--- config.mk ---
export PLATFORM = sky130hd
export DESIGN_NAME = gpio_irq_status_control
export DESIGN_NICKNAME = d
export VERILOG_FILES = /design/src/core/gpio_irq_status_control.v
export VERILOG_INCLUDE_DIRS = /design/src /design/src/inc
export SDC_FILE = /design/constraint.sdc
export NUM_CORES = 1
export LEC_CHECK = 0
export ABC_AREA = 1
export BUFFER_PORTS_ARGS = -buffer_cell sky130_fd_sc_hd__buf_2
export CAP_MARGIN = 20
export CELL_PAD_IN_SITES_DETAIL_PLACEMENT = 0
export CELL_PAD_IN_SITES_GLOBAL_PLACEMENT = 2
export CORE_MARGIN = 2
export CORE_UTILIZATION = 30
export CTS_CLUSTER_DIAMETER = 120
export CTS_CLUSTER_SIZE = 12
export DETAILED_ROUTE_END_ITERATION = 6
export GPL_TIMING_DRIVEN = 0
export MAX_ROUTING_LAYER = met4
export PLACE_DENSITY = 0.67
export SYNTH_ARGS = -nofsm -noshare
export SYNTH_HDL_FRONTEND = slang
export SYNTH_SLANG_ARGS = --single-unit
--- constraint.sdc ---
create_clock -name REF_CLK -period 2.69 [get_ports REF_CLK]
set_input_delay 0.538 -clock REF_CLK [delete_from_list [all_inputs] [get_ports REF_CLK]]
set_output_delay 0.538 -clock REF_CLK [all_outputs]
set_load 0.05 [all_outputs]
--- src/inc/gpio_irq_map.vh ---
// register map, field positions and reset values of the pin and event block
`ifndef GPIO_IRQ_MAP_VH
`define GPIO_IRQ_MAP_VH
// register indices; byte address is four times the index
`define IDX_EVENT_STATUS 6'h12
`define IDX_PIN_CONFIG 6'h13
`define IDX_DEBOUNCE 6'h14
`define IDX_MIXER_ONE 6'h15
`define IDX_MASK_CONTROL 6'h16
`define IDX_POLARITY 6'h17
// writable or defined bits per register
`define EVENT_BITS 16'hEFC1
`define CONFIG_BITS 16'h003F
`define DEBOUNCE_BITS 16'hEF89
`define MIXER_BITS 16'h0040
`define MASK_BITS 16'h3F77
`define POLARITY_BITS 16'hFFC1
// reset values
`define CONFIG_RESET 16'h0010
`define POLARITY_RESET 16'h0800
`define ZERO_RESET 16'h0000
// event status layout (also polarity layout)
`define EV_B2_SHORT 15
`define EV_B2_CURRENT 14
`define EV_SEQ 13
`define EV_IRQ 12
`define EV_TEMP 11
`define EV_B1_SHORT 10
`define EV_B1_CURRENT 9
`define EV_LOCK 8
`define EV_PIN8 7
`define EV_PIN7 6
`define EV_GPIN 0
// pin configuration fields
`define CFG_PULLUP 5
`define CFG_PULLDOWN 4
`define CFG_FUNC_HI 3
// de-bounce positions that differ from the event layout
`define DB_PIN7 3
// mask register positions
`define MK_B2_CURRENT 13
`define MK_B2_SHORT 12
`define MK_TEMP 11
`define MK_B1_SHORT 10
`define MK_B1_CURRENT 9
`define MK_LOCK 8
`define MK_PIN8 6
`define MK_GPIN 5
`define MK_PIN7 2
`define MK_SEQ 1
// input pad clamp in mixer register
`define MIX_CLAMP 6
// general pin function codes
`define FN_INPUT 4'h0
`define FN_OUT_CLOCK 4'h1
`define FN_LOW 4'h2
`define FN_HIGH 4'h3
`define FN_LOCK 4'h4
`define FN_TEMP_OK 4'h5
`define FN_IRQ 4'h7
`define FN_B1_CURRENT 4'h8
`define FN_B1_SHORT 4'h9
`define FN_B2_CURRENT 4'hA
`define FN_B2_SHORT 4'hB
`endif

--- src/core/gpio_irq_status_control.v ---
// event flags, masks, de-bounce and general pin control behind an apb slave
//
// Behaviour
// - lock event flag bit 8, write-one clears
// - sticky flags: pin8 bit7, pin7 bit6, gpin bit0
// - function codes 0000-0101 and 0111 select pin behaviour
// - codes 1000-1011 route bias detects; others reserved
// - config bit 5 pull-up, resets off
// - config bit 4 pull-down, resets on
// - function field resets to input
// - de-bounce enables at bits 15, 14, 13
// - de-bounce enables at bits 11, 10, 9
// - de-bounce enables at bits 8, 7
// - de-bounce enables at bits 3, 0
// - mixer bit 6 drives input pad clamp
// - masks for bias-two at bits 13, 12
// - masks for temp, bias-one at 11, 10, 9
// - mask 1 suppresses source, resets to 0
// - read-only combined status at bit 12
// - masks: lock 8, pin8 6, gpin 5, pin7 2
// - per-source polarity: 0 high, 1 low triggers
`timescale 1ns/1ps
`include "gpio_irq_map.vh"

module gpio_irq_status_control #(
    parameter DEB_CYCLES = 16,
    parameter CNT_W = 5
) (
    // clock and reset
    input wire REF_CLK,
    input wire RST_N,
    // apb slave
    input wire PSEL,
    input wire PENABLE,
    input wire PWRITE,
    input wire [7:0] PADDR,
    input wire [31:0] PWDATA,
    output reg [31:0] PRDATA,
    output reg PREADY,
    output reg PSLVERR,
    // event sources
    input wire BIAS_ONE_CURRENT,
    input wire BIAS_ONE_SHORT,
    input wire BIAS_TWO_CURRENT,
    input wire BIAS_TWO_SHORT,
    input wire TEMPERATURE_OK,
    input wire LOCK,
    input wire SEQ_BUSY,
    input wire INPUT_PIN_SEVEN,
    input wire INPUT_PIN_EIGHT,
    input wire OUTPUT_CLOCK,
    // general pin
    input wire GENERAL_PIN_I,
    output reg GENERAL_PIN_O,
    output reg GENERAL_PIN_OE,
    output reg GENERAL_PIN_PULLUP,
    output reg GENERAL_PIN_PULLDOWN,
    // misc controls
    output reg INPUT_CLAMP,
    output reg IRQ_OUT
);

    reg [15:0] flags;
    reg [15:0] cfg;
    reg [15:0] deb;
    reg [15:0] mix;
    reg [15:0] msk;
    reg [15:0] pol;
    wire [15:0] filt;
    wire [15:0] src;
    wire [15:0] deb_ev;
    wire [15:0] msk_ev;
    wire [15:0] active;
    wire [5:0] idx;
    wire addr_ok;
    wire setup;
    wire wr_acc;
    reg [15:0] next_rdata;
    reg next_err;
    reg [15:0] next_flags;
    reg next_pin_o;
    reg next_pin_oe;
    reg irq_raw;

    // filter end count; DEB_CYCLES above 2**CNT_W truncates the end count, so the filter lands early
    localparam integer DEB_LAST_I = DEB_CYCLES - 1;
    localparam [CNT_W-1:0] DEB_LAST = DEB_LAST_I[CNT_W-1:0];
    // slots that carry a source, and the idle level each filter starts from
    localparam [15:0] EV_USED = `EVENT_BITS;
    localparam [15:0] POL_INIT = `POLARITY_RESET;

    // sources gathered into the event status layout
    assign src[`EV_B2_SHORT] = BIAS_TWO_SHORT;
    assign src[`EV_B2_CURRENT] = BIAS_TWO_CURRENT;
    assign src[`EV_SEQ] = SEQ_BUSY;
    assign src[`EV_IRQ] = 1'b0;
    assign src[`EV_TEMP] = TEMPERATURE_OK;
    assign src[`EV_B1_SHORT] = BIAS_ONE_SHORT;
    assign src[`EV_B1_CURRENT] = BIAS_ONE_CURRENT;
    assign src[`EV_LOCK] = LOCK;
    assign src[`EV_PIN8] = INPUT_PIN_EIGHT;
    assign src[`EV_PIN7] = INPUT_PIN_SEVEN;
    assign src[5:1] = 5'h0_0;
    assign src[`EV_GPIN] = GENERAL_PIN_I;

    // de-bounce enables moved into the event layout
    assign deb_ev[15:13] = deb[15:13];
    assign deb_ev[`EV_IRQ] = 1'b0;
    assign deb_ev[11:7] = deb[11:7];
    assign deb_ev[`EV_PIN7] = deb[`DB_PIN7];
    assign deb_ev[5:1] = 5'h0_0;
    assign deb_ev[`EV_GPIN] = deb[`EV_GPIN];

    // masks moved into the event layout
    assign msk_ev[`EV_B2_SHORT] = msk[`MK_B2_SHORT];
    assign msk_ev[`EV_B2_CURRENT] = msk[`MK_B2_CURRENT];
    assign msk_ev[`EV_SEQ] = msk[`MK_SEQ];
    assign msk_ev[`EV_IRQ] = 1'b1;
    assign msk_ev[`EV_TEMP] = msk[`MK_TEMP];
    assign msk_ev[`EV_B1_SHORT] = msk[`MK_B1_SHORT];
    assign msk_ev[`EV_B1_CURRENT] = msk[`MK_B1_CURRENT];
    assign msk_ev[`EV_LOCK] = msk[`MK_LOCK];
    assign msk_ev[`EV_PIN8] = msk[`MK_PIN8];
    assign msk_ev[`EV_PIN7] = msk[`MK_PIN7];
    assign msk_ev[5:1] = 5'h1F;
    assign msk_ev[`EV_GPIN] = msk[`MK_GPIN];

    // per-source filter; a disabled filter passes the level through
    genvar i;
    generate
        for (i = 0; i < 16; i = i + 1) begin : g_src
            if (EV_USED[i]) begin : g_on
                reg [CNT_W-1:0] cnt;
                reg hold;
                // hold starts at the idle level of its source, so that the
                // first edge after reset raises no false event
                // counter restarts on every bounce so only a held level lands
                always @(posedge REF_CLK or negedge RST_N) begin
                    if (!RST_N) begin
                        cnt <= {CNT_W{1'b0}};
                        hold <= POL_INIT[i];
                    end else if (!deb_ev[i] || src[i] == hold) begin
                        cnt <= {CNT_W{1'b0}};
                        hold <= src[i];
                    end else if (cnt == DEB_LAST) begin
                        cnt <= {CNT_W{1'b0}};
                        hold <= src[i];
                    end else begin
                        cnt <= cnt + 1'b1;
                    end
                end
                assign filt[i] = hold;
            end else begin : g_off
                // unused slots carry no source and never set a flag
                assign filt[i] = 1'b0;
            end
        end
    endgenerate

    // polarity picks the triggering level of each source
    assign active = (filt ^ pol) & `EVENT_BITS;

    // apb decode: register index is the word address
    assign idx = PADDR[7:2];
    assign setup = PSEL && !PENABLE;
    assign wr_acc = PSEL && PENABLE && PREADY && PWRITE;
    assign addr_ok = (PADDR[1:0] == 2'b00) &&
        (idx >= `IDX_EVENT_STATUS) && (idx <= `IDX_POLARITY);

    // read mux, captured in setup so the access phase answers at once
    always @* begin
        next_err = !addr_ok;
        if (idx == `IDX_EVENT_STATUS) begin
            next_rdata = flags;
            next_rdata[`EV_IRQ] = IRQ_OUT;
        end else if (idx == `IDX_PIN_CONFIG) begin
            next_rdata = cfg;
        end else if (idx == `IDX_DEBOUNCE) begin
            next_rdata = deb;
        end else if (idx == `IDX_MIXER_ONE) begin
            next_rdata = mix;
        end else if (idx == `IDX_MASK_CONTROL) begin
            next_rdata = msk;
        end else if (idx == `IDX_POLARITY) begin
            next_rdata = pol;
        end else begin
            next_rdata = `ZERO_RESET;
        end
        if (!addr_ok) begin
            next_rdata = `ZERO_RESET;
        end
    end

    // bus answer: one wait-free access phase per transfer
    always @(posedge REF_CLK or negedge RST_N) begin
        if (!RST_N) begin
            PREADY <= 1'b0;
            PSLVERR <= 1'b0;
            PRDATA <= 32'h0000_0000;
        end else if (setup) begin
            PREADY <= 1'b1;
            PSLVERR <= next_err;
            PRDATA <= {16'h0000, next_rdata};
        end else begin
            PREADY <= 1'b0;
            PSLVERR <= 1'b0;
            PRDATA <= 32'h0000_0000;
        end
    end

    // control registers; only defined bits store
    always @(posedge REF_CLK or negedge RST_N) begin
        if (!RST_N) begin
            cfg <= `CONFIG_RESET;
            deb <= `ZERO_RESET;
            mix <= `ZERO_RESET;
            msk <= `ZERO_RESET;
            pol <= `POLARITY_RESET;
        end else if (wr_acc && addr_ok) begin
            if (idx == `IDX_PIN_CONFIG) begin
                cfg <= PWDATA[15:0] & `CONFIG_BITS;
            end else if (idx == `IDX_DEBOUNCE) begin
                deb <= PWDATA[15:0] & `DEBOUNCE_BITS;
            end else if (idx == `IDX_MIXER_ONE) begin
                mix <= PWDATA[15:0] & `MIXER_BITS;
            end else if (idx == `IDX_MASK_CONTROL) begin
                msk <= PWDATA[15:0] & `MASK_BITS;
            end else if (idx == `IDX_POLARITY) begin
                pol <= PWDATA[15:0] & `POLARITY_BITS;
            end
        end
    end

    // sticky flags: a new event wins over a write-one clear
    always @* begin
        next_flags = flags;
        if (wr_acc && addr_ok && idx == `IDX_EVENT_STATUS) begin
            next_flags = flags & ~(PWDATA[15:0] & `EVENT_BITS);
        end
        next_flags = next_flags | active;
    end

    always @(posedge REF_CLK or negedge RST_N) begin
        if (!RST_N) begin
            flags <= `ZERO_RESET;
        end else begin
            flags <= next_flags;
        end
    end

    // combined interrupt from unmasked flags, then polarity
    always @* begin
        irq_raw = |(flags & ~msk_ev);
    end

    // general pin source by function code
    always @* begin
        next_pin_oe = 1'b1;
        case (cfg[`CFG_FUNC_HI:0])
            `FN_INPUT: begin
                next_pin_oe = 1'b0;
                next_pin_o = 1'b0;
            end
            `FN_OUT_CLOCK: next_pin_o = OUTPUT_CLOCK;
            `FN_LOW: next_pin_o = 1'b0;
            `FN_HIGH: next_pin_o = 1'b1;
            `FN_LOCK: next_pin_o = LOCK;
            `FN_TEMP_OK: next_pin_o = TEMPERATURE_OK;
            `FN_IRQ: next_pin_o = irq_raw ^ pol[`EV_IRQ];
            `FN_B1_CURRENT: next_pin_o = BIAS_ONE_CURRENT;
            `FN_B1_SHORT: next_pin_o = BIAS_ONE_SHORT;
            `FN_B2_CURRENT: next_pin_o = BIAS_TWO_CURRENT;
            `FN_B2_SHORT: next_pin_o = BIAS_TWO_SHORT;
            default: begin
                // reserved codes leave the pin undriven, safest for the board
                next_pin_oe = 1'b0;
                next_pin_o = 1'b0;
            end
        endcase
    end

    // every output leaves from a flop; pin paths lag one cycle
    always @(posedge REF_CLK or negedge RST_N) begin
        if (!RST_N) begin
            GENERAL_PIN_O <= 1'b0;
            GENERAL_PIN_OE <= 1'b0;
            GENERAL_PIN_PULLUP <= 1'b0;
            GENERAL_PIN_PULLDOWN <= 1'b1;
            INPUT_CLAMP <= 1'b0;
            IRQ_OUT <= 1'b0;
        end else begin
            GENERAL_PIN_O <= next_pin_o;
            GENERAL_PIN_OE <= next_pin_oe;
            GENERAL_PIN_PULLUP <= cfg[`CFG_PULLUP];
            GENERAL_PIN_PULLDOWN <= cfg[`CFG_PULLDOWN];
            INPUT_CLAMP <= mix[`MIX_CLAMP];
            IRQ_OUT <= irq_raw ^ pol[`EV_IRQ];
        end
    end

endmodule // gpio_irq_status_control

Yosys cells after proc, flatten, opt, wreduce, memory -nomap -nowiden
Index checks and enable logic that the tools add are counted.
W data, S select, Z words.
Storage, ports and cells
  logic and storage cells: 195
  bits in latches: 0
  output and inout bits: 40
  memory bits (writable): 0
  bits of input ports: 56
  register bits: 156
  bits in read-only memories: 0
  memories: 0
Cells by class
  $add $sub $neg: 10
  bitwise logic cells: 11
  divide/modulo/power cells: 0
  reduce and logical (&&, ||, !) cells: 48
  shifts and indexed selects: 0
  equal/unequal tests: 36
  muxes and demuxes: 53
  $mul: 0
  magnitude comparators: 2
Operators by type and width (number)
  $mux W16: 9
  $mux W5: 20
  $add A5 B1 Y5 const B: 10
  $eq A5 B4 Y1 const B: 10
  $eq A6 B5 Y1 const B: 6
  $and A16 B16 Y16: 2
  $not A16 Y16: 2
  $mux W1: 23
  $reduce_bool A2 Y1: 10
  $eq A4 B4 Y1 const B: 4
  $or A16 B16 Y16: 1
  $reduce_or A16 Y1: 1
  $xor A16 B16 Y16: 1
  $eq A4 B3 Y1 const B: 3
  $logic_not A1 Y1: 12
  $eq A1 B1 Y1: 10
  $logic_or A1 B1 Y1: 10
  $reduce_or A10 Y1: 1
  $pmux W1 S9: 1
  $eq A4 B2 Y1 const B: 2
  $logic_and A1 B1 Y1: 8
  $ge A6 B5 Y1 const B: 1
  $le A6 B5 Y1 const B: 1
  $reduce_and A6 Y1: 1
  other kinds (8): 11

Logic depth before layout (Yosys ltp)
  depth after elaboration: 9
  mapped depth: 9
  gate-level depth less buffers: 9

Least setup slack after synthesis
No wires, ideal clock.
  kind: flip-flop to flip-flop
  start point: register PREADY
  end point: register msk[5]
  buffers on the path: 1
  setup time: 121 ps
  clock period less this slack: 1587 ps
  slack: 1103 ps
  data required time: 2569 ps
  cell stages (with the launch flop): 7
  arrival: 1466 ps
  cell sequence: dfrtp_1 -> nand2_1 -> nor2_2 -> nand3_2 -> buf_2 -> nand2_1 -> o21ai_1
Between the ends
  cells in the longest elaborated chain, start to end: 4
RTL lines
  from (decl): line gpio_irq_status_control.v:39  | output reg PREADY,
  from (signal assigned): line gpio_irq_status_control.v:197  | PREADY <= 1'b0;
  from (signal assigned): line gpio_irq_status_control.v:201  | PREADY <= 1'b1;
  from (signal assigned): line gpio_irq_status_control.v:205  | PREADY <= 1'b0;
  $logic_and A1 B1 Y1 (2 in series): line gpio_irq_status_control.v:166  | assign wr_acc = PSEL && PENABLE && PREADY && PWRITE;
  $logic_and A1 B1 Y1: line gpio_irq_status_control.v:219  | end else if (wr_acc && addr_ok) begin
  $reduce_and A5 Y1 (no source line)
  to (signal assigned): line gpio_irq_status_control.v:217  | msk <= `ZERO_RESET;
  to (signal assigned): line gpio_irq_status_control.v:227  | msk <= PWDATA[15:0] & `MASK_BITS;
  to (decl): line gpio_irq_status_control.v:67  | reg [15:0] msk;
Every way passes these cells.
A chain may end at the register's enable or synchronous reset.

Worst setup path after layout
  start point: input port PADDR[7]
  end point: register PRDATA[1]
Between the ends
  cells in the longest elaborated chain, start to end: 8
  elaborated cells between the ends (all ways): 16
  classes of those cells: order compare: 2; eq/ne: 5; mux: 7; reduce/logical: 2
RTL lines
  from (decl): line gpio_irq_status_control.v:36  | input wire [7:0] PADDR,
  $eq A6 B5 Y1 (no source line)
  $mux W16: line gpio_irq_status_control.v:182  | end else if (idx == `IDX_MASK_CONTROL) begin
  $mux W16: line gpio_irq_status_control.v:180  | end else if (idx == `IDX_MIXER_ONE) begin
  $mux W16: line gpio_irq_status_control.v:178  | end else if (idx == `IDX_DEBOUNCE) begin
  $mux W16: line gpio_irq_status_control.v:176  | end else if (idx == `IDX_PIN_CONFIG) begin
  $mux W16: line gpio_irq_status_control.v:173  | if (idx == `IDX_EVENT_STATUS) begin
  $mux W16 *: line gpio_irq_status_control.v:189  | if (!addr_ok) begin
  $mux W16 *: line gpio_irq_status_control.v:200  | end else if (setup) begin
  to (signal assigned): line gpio_irq_status_control.v:203  | PRDATA <= {16'h0000, next_rdata};
  to (decl): line gpio_irq_status_control.v:38  | output reg [31:0] PRDATA,
Every way passes the cells marked *; elsewhere a longest branch is shown, timed or not.

==> out/metrics.json <==
{
  "netlist.top_cell.by_area": "dfrtp_1",
  "timing.hold.worst.class": "in2async",
  "final.setup_skew_ps": 9.48,
  "max_freq_mhz": 557,
  "fp_rows": 52,
  "ys_top_cells_by_area": "dfrtp_1 52%, nand2_1 10%, inv_1 5.5%",
  "critical_path_arrival_ps": 2080,
  "p_leak_nw": 3.74,
  "cts.sinks": 134,
  "final_layout_size_suffix_gt1_share_pct": 18.3,
  "drt_pass1_iterations": 4,
  "dieWidth_um": 148,
  "antenna_found_initial": 0,
  "finalSetupViolations": 0,
  "cp-start-kind": "input port",
  "route.antenna.remaining_nets": 0,
  "clock_tree_from_tritoncts": "built",
  "setup_total_negative_slack_ps": 0,
  "clk_root_buffer_cell": "clkbuf_16",
  "clk-insertion-delay-late_ps": 420,
  "maxCapViolations": 0,
  "period_share_pct": 66.7,
  "synth_cells": 732,
  "antenna_cells": 0,
  "critical_path.max_fanout": 10,
  "grt-ovfl-total": 0,
  "run_status": "finished clean",
  "htreeDepth": 4,
  "slew-limit-headroom_pct": 58.3,
  "via_count": 4842,
  "finalCriticalPeriod_ps": 1800,
  "rd_place_congestion": 0.819,
  "slew_violations": 0,
  "totalPowerFinal_mw": 4.68,
  "port-buffer-count": 63,
  "routed_wire_length_per_instance_um": 14.4,
  "worst_hold_slack_ps": 82.5,
  "power.density_nw_per_um2": 616,
  "wirelength_mm": 16.0,
  "r2r_slack_ps": 1020,
  "cts_buffers": 17,
  "cts.repair_timing.setup_buffer_count": 0,
  "grtUsageTotal_pct": 15.9,
  "drt_first_iter_violations": 304,
  "synth.distinct_cells": 33,
  "die_h_um": 148,
  "synth_top_area_share_pct": 52.0,
  "remaining_drc_errors": 0,
  "post_synthesis_sequential_area_ratio_pct": 53.7,
  "synth_seq_cells": 134,
  "floorplan.core_area_sq_um": 20400,
  "transition_time_at_the_pin_with_the_least_slew_margin_ps": 623,
  "vdd.ir_drop.worst_v": 0.000374,
  "vias_in_the_first_global_route": 4836,
  "critPathCaptureType": "flip-flop",
  "hold_viol_final": 0,
  "worstPathRequired_ps": 2970,
  "dpl.hpwl_mm": 11.4,
  "pin_count_of_the_biggest_net_entering_global_routing": 80,
  "grt_setup_unrepaired": "no",
  "timing_worst_setup_path_type": "in2reg",
  "vias_per_cell": 4.35,
  "synth_area_sq_um": 6260,
  "start_util_pct": 30.7,
  "cts_repair_resize_count": 0,
  "grt_pass1_wl_mm": 25.9,
  "pin_count": 96,
  "syn_to_layout_area_delta_pct": 21.6,
  "yosys_warnings": 0,
  "largest_buffer_count_on_any_clock_path": 2,
  "r2r.worst_path.cells": 5,
  "clkTransAtPathRegs_ps": 60,
  "cts.hold.buffers_added": 0,
  "fin_nets": 896,
  "postSynthAreaPerCell_sq_um": 8.55,
  "die_area_sq_um": 22000
}
==> per-layer routing <==
metal	GRT usage, %	routed length (um)	vias up
li1	-	-	2499
met1	21.6	7870	2253
met2	24.4	7370	81
met3	2.94	628	9
met4	4.86	155	0
met5	-	0	-
==> synthesized netlist by cell type (all sizes together) <==
| cell type | n |
|---|---|
| nand2 | 172 |
| dfrtp | 130 |
| inv | 97 |
| nor2 | 94 |
| o21ai | 66 |
| nand3 | 39 |
| buf | 26 |
| nor3 | 22 |
| a21oi | 21 |
| nand4 | 16 |
| ha | 10 |
| xnor2 | 10 |
| xor2 | 10 |
| and3 | 7 |
| dfstp | 4 |
| mux2 | 3 |
| a31oi | 2 |
| clkbuf | 2 |
| conb | 1 |
==> power by group <==
part	total (mW)	switching (mW)	internal [mW]	leakage, nW
Sequential	2.04	0.0118	2.03	1.78
Clock	2.40	0.899	1.50	0.291
Combinational	0.245	0.177	0.0687	1.67
Total	4.68	1.09	3.60	3.74
==> flip-flops by register name (all words and copies together) (netlist names), 6 cells and up <==
signal	cells
pol	11
flags	10
cfg	6
g_src.g_on.hold	10
deb	10
msk	12
g_src.g_on.cnt	50
PRDATA	16
==> worst max-delay path, cell delays in order <==
cell and delay, ps:
buf_2 120, inv_2 90, nand2_2 100, nor3_4 570, inv_2 240, nand2_1 300
a21oi_1 110
==> placed cells by master, fill, tap and decap left out, types with 2 or more instances in the layout <==
cell type	n
a21oi_1	20
a31oi_1	2
and3_1	7
buf_2	69
buf_4	17
buf_6	3
bufinv_16	3
clkbuf_1	2
clkbuf_16	17
clkbuf_8	2
clkinv_2	5
clkinvlp_4	4
conb_1	16
dfrtp_1	130
dfstp_2	4
ha_1	10
inv_1	92
inv_2	5
mux2_2	3
nand2_1	170
nand2_2	2
nand3_1	36
nand3_2	3
nand4_1	14
nor2_1	91
nor2_2	2
nor3_1	19
nor3_2	2
o21ai_0	29
o21ai_1	31
o21ai_2	6
xnor2_1	10
xor2_1	10
==> final cells by class <==
class                   count  area [sq um]
repair buffers             64           349
multi-input cells         488          2400
plain buffers              28           193
flip-flops and latches    134          3360
fillers                  2102         12800
clock buffers              19           453
clock inverters            13           154
inverters                  97           364
well taps                 270           338
==> final timing paths <==
| path | from | endpoint |
|---|---|---|
| setup / recovery | PADDR[7] | PRDATA[1] |
| hold reg to reg | cfg[4] | GENERAL_PIN_PULLDOWN |
| min in group REF_CLK | PENABLE | PREADY |
| setup reg to reg | PREADY | flags[14] |
| max in group asynchronous | RST_N | g_src[11].g_on.hold |
| hold / removal | RST_N | g_src[6].g_on.cnt[3] |
==> cell families after synthesis <==
family / count (synthesis) / synth area share [%]
other cells: 1 / 0.0599
flops: 134 / 53.7
fa+ha+maj: 10 / 2.00
compound gates: 89 / 7.70
xor+xnor: 20 / 2.80
mux: 3 / 0.540
buf+inv: 125 / 8.90
simple gates: 350 / 24.3
==> per-stage QoR <==
step,setup WS [ps],area [sq um],instances,util [%]
global route,795,7610,1113,37.4
detailed placement,460,7000,1081,34.4
floorplan,1100,6310,747,-
finish,895,7610,1113,37.4
global placement,-886,6970,1080,34.2
CTS,903,7610,1113,37.4
Power figures use the tool's default switching activity.
